$ cat src/design/isc_defines.svh
// register offsets, field positions, codes and reset values of the two-wire slave controller
`ifndef ISC_DEFINES_SVH
`define ISC_DEFINES_SVH
`define ISC_OFF_CTRL 8'h04
`define ISC_OFF_ENCLR 8'h14
`define ISC_OFF_ENSET 8'h16
`define ISC_OFF_FLAG 8'h18
`define ISC_OFF_STATUS 8'h1A
`define ISC_OFF_DATA 8'h28
`define ISC_ACK_CHOICE_BIT 18
`define ISC_CMD_HI 17
`define ISC_CMD_LO 16
`define ISC_MATCH_MODE_HI 15
`define ISC_MATCH_MODE_LO 14
`define ISC_AUTO_ACK_BIT 10
`define ISC_GROUP_BIT 9
`define ISC_RD_ACK_BIT 8
`define ISC_IRQ_ERROR_BIT 7
`define ISC_IRQ_BYTE_BIT 2
`define ISC_IRQ_HIT_BIT 1
`define ISC_IRQ_STOP_BIT 0
`define ISC_ST_CLKHOLD_BIT 7
`define ISC_ST_SR_BIT 4
`define ISC_ST_DIR_BIT 3
`define ISC_ST_RXNACK_BIT 2
`define ISC_CMD_NONE 2'h0
`define ISC_CMD_RSVD 2'h1
`define ISC_CMD_DONE 2'h2
`define ISC_CMD_NEXT 2'h3
`define ISC_MATCH_MASKED 2'h0
`define ISC_MATCH_DUAL 2'h1
`define ISC_MATCH_RANGE 2'h2
`define ISC_RESET_BYTE 8'h00
`define ISC_RESET_WORD 32'h0000_0000
`define ISC_RESET_FLAGS 4'h0
`define ISC_BITS_PER_BYTE 4'h8
`define ISC_FIRST_TX_BIT 4'h1
`endif

$ cat src/design/isc_pkg.sv
// types shared by the two-wire slave controller
package isc_pkg;
    typedef enum logic [3:0] {
        ST_IDLE, ST_ADDR, ST_ADDR_WAIT, ST_ACK, ST_RX, ST_RX_WAIT, ST_TX, ST_TX_ACK, ST_TX_WAIT
    } isc_state_t;

    typedef struct packed {
        logic wr;
        logic rd;
        logic [7:0] addr;
        logic [31:0] wdata;
    } isc_reg_req_t;

    typedef struct packed {
        logic [6:0] primary;
        logic [6:0] secondary;
    } isc_addr_cfg_t;

    typedef struct packed {
        logic ack_choice;
        logic [1:0] address_match_mode;
        logic auto_address_ack_enable;
        logic group_command_enable;
        logic smart_ack_on_read;
    } isc_ctrl_t;
endpackage

$ cat src/design/isc_slave_ctrl.sv
// two-wire slave: command strobes, address matching, acknowledge options and interrupt flags
// Overview of operation
// - command field is write strobe, reads zero
// - any valid command clears three transfer flags
// - done after write byte: ack, await start
// - done after read byte: just await start
// - next in master write: ack, receive byte
// - next after address read: ack, data-ready
// - next after read byte: send byte, get ack
// - mask mode: masked bits are don't care
// - dual mode: match either of two addresses
// - range mode: secondary up to primary inclusive
// - auto ack answers matching address itself
// - group mode: stop flag if addressed since stop
// - read-ack mode acks when data is read
// - mode settings act on the next cycle
// - reserved bits read as zero
// - enable-clear ones disable sources
// - enable-set ones enable sources
// - set and clear views share one enable
// - any error source sets error flag
// - writing one clears error flag
// - ack_choice zero acks, one nacks
// - address hit sets flag when auto ack is off; clearing it acks
// - completed byte sets byte-done flag
// - stop flag only for own transaction
`timescale 1ns/1ps
`include "isc_defines.svh"

module isc_slave_ctrl (
    input wire logic clk, // 125 MHz core clock
    input wire logic rst, // asynchronous reset, active high
    input wire logic ce, // clock enable, freezes all state while low
    input wire isc_pkg::isc_reg_req_t reg_req, // register access request
    output logic [31:0] reg_rdata, // read data, valid the cycle after rd
    input wire isc_pkg::isc_addr_cfg_t addr_cfg, // primary and secondary match values
    input wire logic [3:0] err_events, // error source pulses from timeout logic
    input wire logic scl_in, // bus clock level
    input wire logic sda_in, // bus data level
    output logic scl_out, // bus clock drive level, always low
    output logic scl_oe, // high while holding the bus clock low
    output logic sda_out, // bus data drive level, always low
    output logic sda_oe, // high while pulling the data line low
    output logic irq // interrupt request
);
    // address match against the selected mode, reserved mode never matches
    function automatic logic addr_hit(input logic [6:0] a, input isc_pkg::isc_addr_cfg_t c,
                                      input logic [1:0] mode);
        case (mode)
            `ISC_MATCH_MASKED: addr_hit = ((a ^ c.primary) & ~c.secondary) == 7'h00;
            `ISC_MATCH_DUAL: addr_hit = (a == c.primary) || (a == c.secondary);
            `ISC_MATCH_RANGE: addr_hit = (a <= c.primary) && (a >= c.secondary);
            default: addr_hit = 1'h0;
        endcase
    endfunction

    // flag vector {error, byte done, address hit, stop} placed on its byte positions
    function automatic logic [7:0] to_byte(input logic [3:0] v);
        to_byte = `ISC_RESET_BYTE;
        to_byte[`ISC_IRQ_ERROR_BIT] = v[3];
        to_byte[`ISC_IRQ_BYTE_BIT] = v[2];
        to_byte[`ISC_IRQ_HIT_BIT] = v[1];
        to_byte[`ISC_IRQ_STOP_BIT] = v[0];
    endfunction

    function automatic logic [3:0] from_byte(input logic [7:0] b);
        from_byte = {b[`ISC_IRQ_ERROR_BIT], b[`ISC_IRQ_BYTE_BIT],
                     b[`ISC_IRQ_HIT_BIT], b[`ISC_IRQ_STOP_BIT]};
    endfunction

    // pin synchronisers and edge history
    logic scl_m_q, scl_s_q, scl_p_q, sda_m_q, sda_s_q, sda_p_q;
    logic scl_m_d, scl_s_d, scl_p_d, sda_m_d, sda_s_d, sda_p_d;
    logic scl_rise, scl_fall, bus_start, bus_stop;

    always_comb begin
        scl_m_d = scl_in;
        scl_s_d = scl_m_q;
        scl_p_d = scl_s_q;
        sda_m_d = sda_in;
        sda_s_d = sda_m_q;
        sda_p_d = sda_s_q;
    end

    always_ff @(posedge clk or posedge rst) begin
        if (rst) begin
            {scl_m_q, scl_s_q, scl_p_q} <= 3'h7;
            {sda_m_q, sda_s_q, sda_p_q} <= 3'h7;
        end else if (ce) begin
            {scl_m_q, scl_s_q, scl_p_q} <= {scl_m_d, scl_s_d, scl_p_d};
            {sda_m_q, sda_s_q, sda_p_q} <= {sda_m_d, sda_s_d, sda_p_d};
        end
    end

    // framing events seen on the synchronised lines
    assign scl_rise = scl_s_q & ~scl_p_q;
    assign scl_fall = ~scl_s_q & scl_p_q;
    assign bus_start = scl_s_q & scl_p_q & sda_p_q & ~sda_s_q;
    assign bus_stop = scl_s_q & scl_p_q & ~sda_p_q & sda_s_q;

    // controller state
    isc_pkg::isc_state_t state_q, state_d, ret_q, ret_d;
    isc_pkg::isc_ctrl_t ctrl_q, ctrl_d;
    logic [3:0] bitcnt_q, bitcnt_d, en_q, en_d, flag_q, flag_d, set_v, clr_v;
    logic [7:0] shift_q, shift_d, rx_data_q, rx_data_d, tx_data_q, tx_data_d;
    logic dir_q, dir_d, sr_q, sr_d, rxnack_q, rxnack_d, busy_q, busy_d;
    logic addressed_q, addressed_d, sda_oe_q, sda_oe_d, scl_oe_q, scl_oe_d;
    logic irq_q, irq_d;
    logic [31:0] rdata_q, rdata_d;

    // register decode
    logic wr_ctrl, wr_enset, wr_enclr, wr_flag, wr_data, rd_data;
    logic [1:0] cmd;
    logic cmd_valid, go_next, go_done, rd_ack, hit_w1, hit, ack_now;
    logic [6:0] rx_addr;

    always_comb begin
        wr_ctrl = reg_req.wr && (reg_req.addr == `ISC_OFF_CTRL);
        wr_enset = reg_req.wr && (reg_req.addr == `ISC_OFF_ENSET);
        wr_enclr = reg_req.wr && (reg_req.addr == `ISC_OFF_ENCLR);
        wr_flag = reg_req.wr && (reg_req.addr == `ISC_OFF_FLAG);
        wr_data = reg_req.wr && (reg_req.addr == `ISC_OFF_DATA);
        rd_data = reg_req.rd && (reg_req.addr == `ISC_OFF_DATA);
        cmd = reg_req.wdata[`ISC_CMD_HI:`ISC_CMD_LO];
        // the reserved code is ignored entirely, it neither acts nor clears flags
        cmd_valid = wr_ctrl && ((cmd == `ISC_CMD_DONE) || (cmd == `ISC_CMD_NEXT));
        hit_w1 = wr_flag && reg_req.wdata[`ISC_IRQ_HIT_BIT];
        rd_ack = rd_data && ctrl_q.smart_ack_on_read;
        // a choice written together with the command is the one that goes out
        ack_now = wr_ctrl ? reg_req.wdata[`ISC_ACK_CHOICE_BIT] : ctrl_q.ack_choice;
        go_next = (cmd_valid && (cmd == `ISC_CMD_NEXT))
            || ((state_q == isc_pkg::ST_ADDR_WAIT) && hit_w1)
            || ((state_q == isc_pkg::ST_RX_WAIT) && rd_ack);
        go_done = cmd_valid && (cmd == `ISC_CMD_DONE);
        rx_addr = shift_q[7:1];
        hit = addr_hit(rx_addr, addr_cfg, ctrl_q.address_match_mode);
    end

    // next-state and register logic; hardware sets win over any clear in the same cycle
    always_comb begin
        state_d = state_q;
        ret_d = ret_q;
        ctrl_d = ctrl_q;
        bitcnt_d = bitcnt_q;
        shift_d = shift_q;
        rx_data_d = rx_data_q;
        tx_data_d = tx_data_q;
        dir_d = dir_q;
        sr_d = sr_q;
        rxnack_d = rxnack_q;
        busy_d = busy_q;
        addressed_d = addressed_q;
        sda_oe_d = sda_oe_q;
        scl_oe_d = scl_oe_q;
        set_v = `ISC_RESET_FLAGS;
        rdata_d = rdata_q;

        // settings land directly, no write synchronisation
        if (wr_ctrl) begin
            ctrl_d.ack_choice = reg_req.wdata[`ISC_ACK_CHOICE_BIT];
            ctrl_d.address_match_mode = reg_req.wdata[`ISC_MATCH_MODE_HI:`ISC_MATCH_MODE_LO];
            ctrl_d.auto_address_ack_enable = reg_req.wdata[`ISC_AUTO_ACK_BIT];
            ctrl_d.group_command_enable = reg_req.wdata[`ISC_GROUP_BIT];
            ctrl_d.smart_ack_on_read = reg_req.wdata[`ISC_RD_ACK_BIT];
        end
        if (wr_data) begin
            tx_data_d = reg_req.wdata[7:0];
        end

        case (state_q)
            isc_pkg::ST_ADDR: begin
                if (scl_rise) begin
                    shift_d = {shift_q[6:0], sda_s_q};
                    bitcnt_d = bitcnt_q + 4'h1;
                end else if (scl_fall && (bitcnt_q == `ISC_BITS_PER_BYTE)) begin
                    bitcnt_d = 4'h0;
                    if (hit) begin
                        dir_d = shift_q[0];
                        addressed_d = 1'h1;
                        if (ctrl_q.auto_address_ack_enable) begin
                            sda_oe_d = ~ctrl_q.ack_choice;
                            state_d = isc_pkg::ST_ACK;
                            ret_d = ctrl_q.ack_choice ? isc_pkg::ST_IDLE :
                                    (shift_q[0] ? isc_pkg::ST_TX_WAIT : isc_pkg::ST_RX);
                        end else begin
                            set_v[1] = 1'h1;
                            scl_oe_d = 1'h1;
                            state_d = isc_pkg::ST_ADDR_WAIT;
                        end
                    end else begin
                        state_d = isc_pkg::ST_IDLE; // another slave's transfer
                    end
                end
            end
            isc_pkg::ST_ADDR_WAIT: begin
                if (go_next) begin
                    sda_oe_d = ~ack_now;
                    scl_oe_d = 1'h0;
                    state_d = isc_pkg::ST_ACK;
                    ret_d = ack_now ? isc_pkg::ST_IDLE :
                            (dir_q ? isc_pkg::ST_TX_WAIT : isc_pkg::ST_RX);
                end else if (go_done) begin
                    scl_oe_d = 1'h0;
                    state_d = isc_pkg::ST_IDLE;
                end
            end
            isc_pkg::ST_ACK: begin
                if (scl_fall) begin
                    sda_oe_d = 1'h0;
                    bitcnt_d = 4'h0;
                    state_d = ret_q;
                    if (ret_q == isc_pkg::ST_TX_WAIT) begin
                        set_v[2] = 1'h1;
                        scl_oe_d = 1'h1;
                    end
                end
            end
            isc_pkg::ST_RX: begin
                if (scl_rise) begin
                    shift_d = {shift_q[6:0], sda_s_q};
                    bitcnt_d = bitcnt_q + 4'h1;
                end else if (scl_fall && (bitcnt_q == `ISC_BITS_PER_BYTE)) begin
                    rx_data_d = shift_q;
                    set_v[2] = 1'h1;
                    scl_oe_d = 1'h1;
                    state_d = isc_pkg::ST_RX_WAIT;
                end
            end
            isc_pkg::ST_RX_WAIT: begin
                if (go_next || go_done) begin
                    sda_oe_d = ~ack_now;
                    scl_oe_d = 1'h0;
                    state_d = isc_pkg::ST_ACK;
                    ret_d = (go_done || ack_now) ? isc_pkg::ST_IDLE :
                            isc_pkg::ST_RX;
                end
            end
            isc_pkg::ST_TX_WAIT: begin
                if (go_next) begin
                    shift_d = tx_data_q;
                    sda_oe_d = ~tx_data_q[7];
                    scl_oe_d = 1'h0;
                    bitcnt_d = `ISC_FIRST_TX_BIT;
                    state_d = isc_pkg::ST_TX;
                end else if (go_done) begin
                    scl_oe_d = 1'h0;
                    state_d = isc_pkg::ST_IDLE;
                end
            end
            isc_pkg::ST_TX: begin
                if (scl_fall) begin
                    if (bitcnt_q == `ISC_BITS_PER_BYTE) begin
                        sda_oe_d = 1'h0;
                        state_d = isc_pkg::ST_TX_ACK;
                    end else begin
                        sda_oe_d = ~shift_q[6];
                        shift_d = {shift_q[6:0], 1'h0};
                        bitcnt_d = bitcnt_q + 4'h1;
                    end
                end
            end
            isc_pkg::ST_TX_ACK: begin
                if (scl_rise) begin
                    rxnack_d = sda_s_q;
                end else if (scl_fall) begin
                    set_v[2] = 1'h1;
                    scl_oe_d = 1'h1;
                    state_d = isc_pkg::ST_TX_WAIT;
                end
            end
            isc_pkg::ST_IDLE: begin
                sda_oe_d = 1'h0;
            end
            default: begin
                state_d = isc_pkg::ST_IDLE;
            end
        endcase

        // start and stop override any byte phase and free both lines
        if (bus_start) begin
            state_d = isc_pkg::ST_ADDR;
            bitcnt_d = 4'h0;
            sda_oe_d = 1'h0;
            scl_oe_d = 1'h0;
            sr_d = busy_q;
            busy_d = 1'h1;
        end else if (bus_stop) begin
            if (ctrl_q.group_command_enable ? addressed_q :
                ((state_q != isc_pkg::ST_IDLE) && (state_q != isc_pkg::ST_ADDR))) begin
                set_v[0] = 1'h1;
            end
            state_d = isc_pkg::ST_IDLE;
            sda_oe_d = 1'h0;
            scl_oe_d = 1'h0;
            busy_d = 1'h0;
            addressed_d = 1'h0;
        end
        set_v[3] = |err_events;

        // read mux, unmapped and reserved bits read as zero
        if (reg_req.rd) begin
            case (reg_req.addr)
                `ISC_OFF_CTRL: begin
                    rdata_d = `ISC_RESET_WORD;
                    rdata_d[`ISC_ACK_CHOICE_BIT] = ctrl_q.ack_choice;
                    rdata_d[`ISC_MATCH_MODE_HI:`ISC_MATCH_MODE_LO] = ctrl_q.address_match_mode;
                    rdata_d[`ISC_AUTO_ACK_BIT] = ctrl_q.auto_address_ack_enable;
                    rdata_d[`ISC_GROUP_BIT] = ctrl_q.group_command_enable;
                    rdata_d[`ISC_RD_ACK_BIT] = ctrl_q.smart_ack_on_read;
                end
                `ISC_OFF_ENCLR, `ISC_OFF_ENSET: rdata_d = {24'h000000, to_byte(en_q)};
                `ISC_OFF_FLAG: rdata_d = {24'h000000, to_byte(flag_q)};
                `ISC_OFF_STATUS: begin
                    rdata_d = `ISC_RESET_WORD;
                    rdata_d[`ISC_ST_CLKHOLD_BIT] = scl_oe_q;
                    rdata_d[`ISC_ST_SR_BIT] = sr_q;
                    rdata_d[`ISC_ST_DIR_BIT] = dir_q;
                    rdata_d[`ISC_ST_RXNACK_BIT] = rxnack_q;
                end
                `ISC_OFF_DATA: rdata_d = {24'h000000, rx_data_q};
                default: rdata_d = `ISC_RESET_WORD;
            endcase
        end
    end

    // flags, enables and interrupt line
    always_comb begin
        clr_v = wr_flag ? from_byte(reg_req.wdata[7:0]) : `ISC_RESET_FLAGS;
        clr_v[2] = clr_v[2] | cmd_valid | wr_data | rd_ack;
        clr_v[1] = clr_v[1] | cmd_valid;
        clr_v[0] = clr_v[0] | cmd_valid;
        flag_d = (flag_q & ~clr_v) | set_v;
        en_d = en_q;
        if (wr_enset) begin
            en_d = en_d | from_byte(reg_req.wdata[7:0]);
        end
        if (wr_enclr) begin
            en_d = en_d & ~from_byte(reg_req.wdata[7:0]);
        end
        irq_d = |(flag_d & en_d);
    end

    always_ff @(posedge clk or posedge rst) begin
        if (rst) begin
            state_q <= isc_pkg::ST_IDLE;
            ret_q <= isc_pkg::ST_IDLE;
            ctrl_q <= '0;
            {bitcnt_q, en_q, flag_q} <= 12'h000;
            {shift_q, rx_data_q, tx_data_q} <= 24'h000000;
            {dir_q, sr_q, rxnack_q, busy_q, addressed_q} <= 5'h00;
            {sda_oe_q, scl_oe_q, irq_q} <= 3'h0;
            rdata_q <= `ISC_RESET_WORD;
        end else if (ce) begin
            state_q <= state_d;
            ret_q <= ret_d;
            ctrl_q <= ctrl_d;
            {bitcnt_q, en_q, flag_q} <= {bitcnt_d, en_d, flag_d};
            {shift_q, rx_data_q, tx_data_q} <= {shift_d, rx_data_d, tx_data_d};
            {dir_q, sr_q, rxnack_q, busy_q, addressed_q} <=
                {dir_d, sr_d, rxnack_d, busy_d, addressed_d};
            {sda_oe_q, scl_oe_q, irq_q} <= {sda_oe_d, scl_oe_d, irq_d};
            rdata_q <= rdata_d;
        end
    end

    // drive levels are constant low flops; only the enables move
    logic drive_lo_q;
    always_ff @(posedge clk or posedge rst) begin
        if (rst) begin
            drive_lo_q <= 1'h0;
        end else if (ce) begin
            drive_lo_q <= 1'h0;
        end
    end

    assign scl_out = drive_lo_q;
    assign sda_out = drive_lo_q;
    assign scl_oe = scl_oe_q;
    assign sda_oe = sda_oe_q;
    assign irq = irq_q;
    assign reg_rdata = rdata_q;

    logic quiet;
    assign quiet = ce && !bus_start && !bus_stop;
endmodule // isc_slave_ctrl

$ cat config.mk
export PLATFORM = sky130hd
export DESIGN_NAME = isc_slave_ctrl
export DESIGN_NICKNAME = d
export VERILOG_FILES = /design/src/design/isc_pkg.sv /design/src/design/isc_slave_ctrl.sv
export VERILOG_INCLUDE_DIRS = /design/src /design/src/design
export SDC_FILE = /design/constraint.sdc
export NUM_CORES = 1
export LEC_CHECK = 0
export BUFFER_PORTS_ARGS = -buffer_cell sky130_fd_sc_hd__buf_4
export CELL_PAD_IN_SITES_DETAIL_PLACEMENT = 0
export CELL_PAD_IN_SITES_GLOBAL_PLACEMENT = 1
export CORE_MARGIN = 2
export CORE_UTILIZATION = 35
export DETAILED_ROUTE_END_ITERATION = 8
export GPL_TIMING_DRIVEN = 0
export PLACE_DENSITY = 0.73
export SYNTH_ARGS = -nofsm -noshare
export SYNTH_HDL_FRONTEND = slang
export SYNTH_SLANG_ARGS = --single-unit
$ cat constraint.sdc
create_clock -name clk -period 6.3 [get_ports clk]
set_clock_uncertainty 0.15 [all_clocks]
set_input_delay 0.945 -clock clk [delete_from_list [all_inputs] [get_ports clk]]
set_output_delay 0.945 -clock clk [all_outputs]
set_load 0.02 [all_outputs]
==> run_results.csv <==
group,metric,value,unit
drt,dr_total_vias,4469,
clocking,hold_buffers,0,
timing,worst_slew_pin_tran,1.126,ns
layout,antenna_cells_inserted,0,
synthesis,asyncSetResetFlopFracSynth,1.000,
floorplanning,full_die_area,15130,sq um
clocking,clkSlewWorstSetupHoldPaths,0.06,ns
timing,setup-tns-final,0,ns
worst_setup_path,crit_path_cell_trace,"buf_4 -> buf_6 -> or4b_4 -> buf_6 -> nor2_1 -> nand3_1 -> a32oi_1 -> o21ai_0 -> o32a_1",
layout,area_growth,23.15,%
synthesis,synth_top_cells_by_area,"sky130_fd_sc_hd__dfrtp_1, sky130_fd_sc_hd__mux2_2, sky130_fd_sc_hd__nand2_1",
synthesis,synthesized_instance_count,549,
synthesis,synth_seq_cells,76,
grt,gr-usage-all-layers,0.1988,
status,status,"finished clean",
worst_hold_path,hold_path.startpoint,"busy_q$_DFFE_PP0P_",
flow_run,drv.max_cap_violation_count,0,
clocking,clock_tree_from_tritoncts,"built",
grt,grt_max_degree,56,
synthesis,yosysWarnings,0,
worst_setup_path,crit-reg2reg-launch,"shift_q[6]$_DFFE_PP0P_",
worst_hold_path,hold_path_class,"reg -> reg",
worst_setup_path,worst-endpoint-required,6.38,ns
clocking,clk-insertion-delay-late,0.34,ns
drt,wirelength,14550,um
worst_setup_path,cp-start-kind,"input port",
floorplanning,fp.dieH,123.0,um
worst_setup_path,timing.critical_path.mode_cell,"sky130_fd_sc_hd__buf_6",
timing,final-max-slew-violation-count,0,
synthesis,cell_type_with_the_highest_aggregate_area_in_the_netlist,"sky130_fd_sc_hd__dfrtp_1",
floorplanning,io_pins,102,
floorplanning,die_width,123.0,um
grt,first_global_vias,4249,
worst_setup_path,end_kind,"flop",
timing,final_period_util,0.5263,
clocking,cts.sink_count,76,
layout,drive_above_1_share,0.2600,
timing,rsz0062_at_grt,"false",
timing,timing_hold_violations_final,0,
placement,port-buffer-count,65,
worst_setup_path,worstPathArrival,3.39,ns
floorplanning,core.rowCount,43,
synthesis,synth.avg_cell_area,9.027,sq um
synthesis,synth_cell_type_count,75,
synthesis,synthesis.area,4956,sq um
timing,fmax,0.3016,GHz
drt,antenna_violating_nets_remaining,0,
synthesis,commonest_register_cell_after_synthesis,"sky130_fd_sc_hd__dfrtp_1",
clocking,ctsLongestPathBuffers,2,
drt,drtIter0Drc,303,
worst_setup_path,critPathSlowestCell,"sky130_fd_sc_hd__or4b_4",
floorplanning,starting_density,0.3570,
synthesis,edff_count_synth,0,
synthesis,yosysTopAreaCellShare,0.3534,
grt,global_route.overflow_total,0,
clocking,clock-root-buffer,"sky130_fd_sc_hd__clkbuf_16",
clocking,cts_max_level,3,
power,power-per-cell-area,315.6,nW/um^2
worst_setup_path,worst_setup_path_startpoint,"reg_req[33]",
clocking,post_cts.repair.setup_buffers,0,
drt,remaining_drc_errors,0,
clocking,cts_inserted_buffers,9,
clocking,ctsResizeCount,0,
placement,dp_hpwl,11180,um
drt,routed_via_density,5.384,
floorplanning,core_area,13880,sq um
timing,timing.hold.ws,0.3295,ns
timing,finalSetupViolCount,0,
worst_setup_path,path_max_fanout,10,
timing,post-route-min-period,3.316,ns
drt,drt-wirelength-per-cell,17.52,um
power,worst_ir_drop_vdd,0.0001347,V
timing,slew-limit-headroom,0.2433,
placement,finalWeightedCongestion,0.9318,
synthesis,synth_sequential_area_ratio,0.3853,
layout,nNetsFinal,726,
grt,grt_antenna_before_repair,0,
worst_setup_path,crit_type,"in -> reg",
power,cellLeakagePower,2.761,nW
drt,detail_route.first_pass.iterations,5,
worst_setup_path,critPathMaxStageDelay,0.53,ns
grt,grt_pass1_wl,22860,um
kinds of logic after synthesis:
kind of cell,count (synthesis),synth area share
buffers and inverters,71,0.07447
muxes,39,0.08735
other,1,0.0007567
and+or+nand+nor,212,0.2285
xor gates and xnor gates,2,0.003535
DFF,76,0.3853
AOI/OAI and AO/OA,132,0.1798
adders and majority gates,16,0.04039
worst max-delay path, delay by kind of cell:
family                 cells  cell delay (ns)
AND/OR/NAND/NOR            3             1.22
AO/OA/AOI/OAI              3             0.82
buffers and inverters      3             0.40
path summary, 6_finish.rpt:
check                      slack [ns]  depth (start not counted)                   to
min in group asynchronous        0.42                          2   sda_oe$_DFFE_PP0P_
setup / recovery                 2.98                          9      irq$_DFFE_PP0P_
setup reg to reg                 3.19                          8    dir_q$_DFFE_PP0P_
hold reg to reg                  0.33                          1   busy_q$_DFFE_PP0P_
hold / removal                   0.33                          1   busy_q$_DFFE_PP0P_
max in group asynchronous        5.02                          3  en_q[1]$_DFFE_PP0P_
metal layers:
metal | vias up | global-route usage | wire length [um]
met1 | 2167 | 0.2610 | 6413
met4 | 0 | 0.04119 | 159
li1 | 2149 | - | -
met3 | 16 | 0.05074 | 918
met2 | 137 | 0.3322 | 7054
met5 | - | 0 | 0
state kept, by name, indices dropped and copies added (netlist names), 2 cells and up:
register	flops
bitcnt_q	4
ctrl_q	6
en_q	4
flag_q	4
reg_rdata	14
ret_q	2
rx_data_q	8
shift_q	8
state_q	4
tx_data_q	8
cells in the final DEF, fill, tap and decap left out, types with 4 or more instances in the layout:
master and n:
sky130_fd_sc_hd__buf_4 85, sky130_fd_sc_hd__dfrtp_1 70, sky130_fd_sc_hd__nand2_1 69, sky130_fd_sc_hd__nor2_1 42
sky130_fd_sc_hd__mux2_2 34, sky130_fd_sc_hd__o21ai_0 34, sky130_fd_sc_hd__inv_1 24, sky130_fd_sc_hd__a21oi_1 23
sky130_fd_sc_hd__conb_1 20, sky130_fd_sc_hd__clkbuf_1 18, sky130_fd_sc_hd__nand3_1 18, sky130_fd_sc_hd__ha_1 16
sky130_fd_sc_hd__nor3_1 14, sky130_fd_sc_hd__nand2b_1 12, sky130_fd_sc_hd__a31oi_1 11, sky130_fd_sc_hd__a22oi_1 11
sky130_fd_sc_hd__clkbuf_16 9, sky130_fd_sc_hd__o22ai_1 6, sky130_fd_sc_hd__nand4_1 6, sky130_fd_sc_hd__a22o_1 6
sky130_fd_sc_hd__dfstp_2 6, sky130_fd_sc_hd__nor4_1 5, sky130_fd_sc_hd__nor2b_1 5, sky130_fd_sc_hd__o211ai_1 5
sky130_fd_sc_hd__nor3b_1 5, sky130_fd_sc_hd__mux2i_1 5, sky130_fd_sc_hd__nand3b_1 4, sky130_fd_sc_hd__and3_1 4
metrics by stage:
| stage | cell area (sq um) | util | total power [W] | setup slack [ns] | std cells |
|---|---|---|---|---|---|
| after floorplan | 5027 | - | 0.001142 | 3.123 | 568 |
| after global placement | 5741 | 0.4136 | 0.001340 | 2.282 | 813 |
| after detailed placement | 5771 | 0.4157 | 0.001351 | 2.637 | 814 |
| after CTS | 6103 | 0.4397 | 0.001934 | 2.991 | 830 |
| after global routing | 6103 | 0.4397 | 0.002053 | 2.881 | 830 |
| final | 6103 | 0.4397 | 0.001926 | 2.984 | 830 |
where the power goes:
group	switching [W]	internal (W)	total, W
registers	0.0000953	0.000573	0.000668
clock network	0.000215	0.000361	0.000577
logic	0.000398	0.000283	0.000681
cell type report:
type,instances,area (sq um)
fillers,1418,7777
multi-input cells,421,2749
flip-flops and latches,76,1909
repair buffers,66,515.5
plain buffers,45,271.5
clock buffers,10,239.0
well taps,180,225.2
inverters,26,100.1
clock inverters,6,93.84
cells in the mapped netlist, drive strengths merged, types with 5 or more instances:
cell type / instances
a21oi: 23
a22o: 6
a22oi: 11
a31oi: 11
buf: 26
clkbuf: 19
dfrtp: 70
dfstp: 6
ha: 16
inv: 25
mux2: 34
mux2i: 5
nand2: 69
nand2b: 12
nand3: 18
nand4: 6
nor2: 42
nor2b: 5
nor3: 15
nor3b: 7
nor4: 9
o211ai: 5
o21ai: 35
o22ai: 6
or4b: 5
Power figures use the tool's default switching activity.
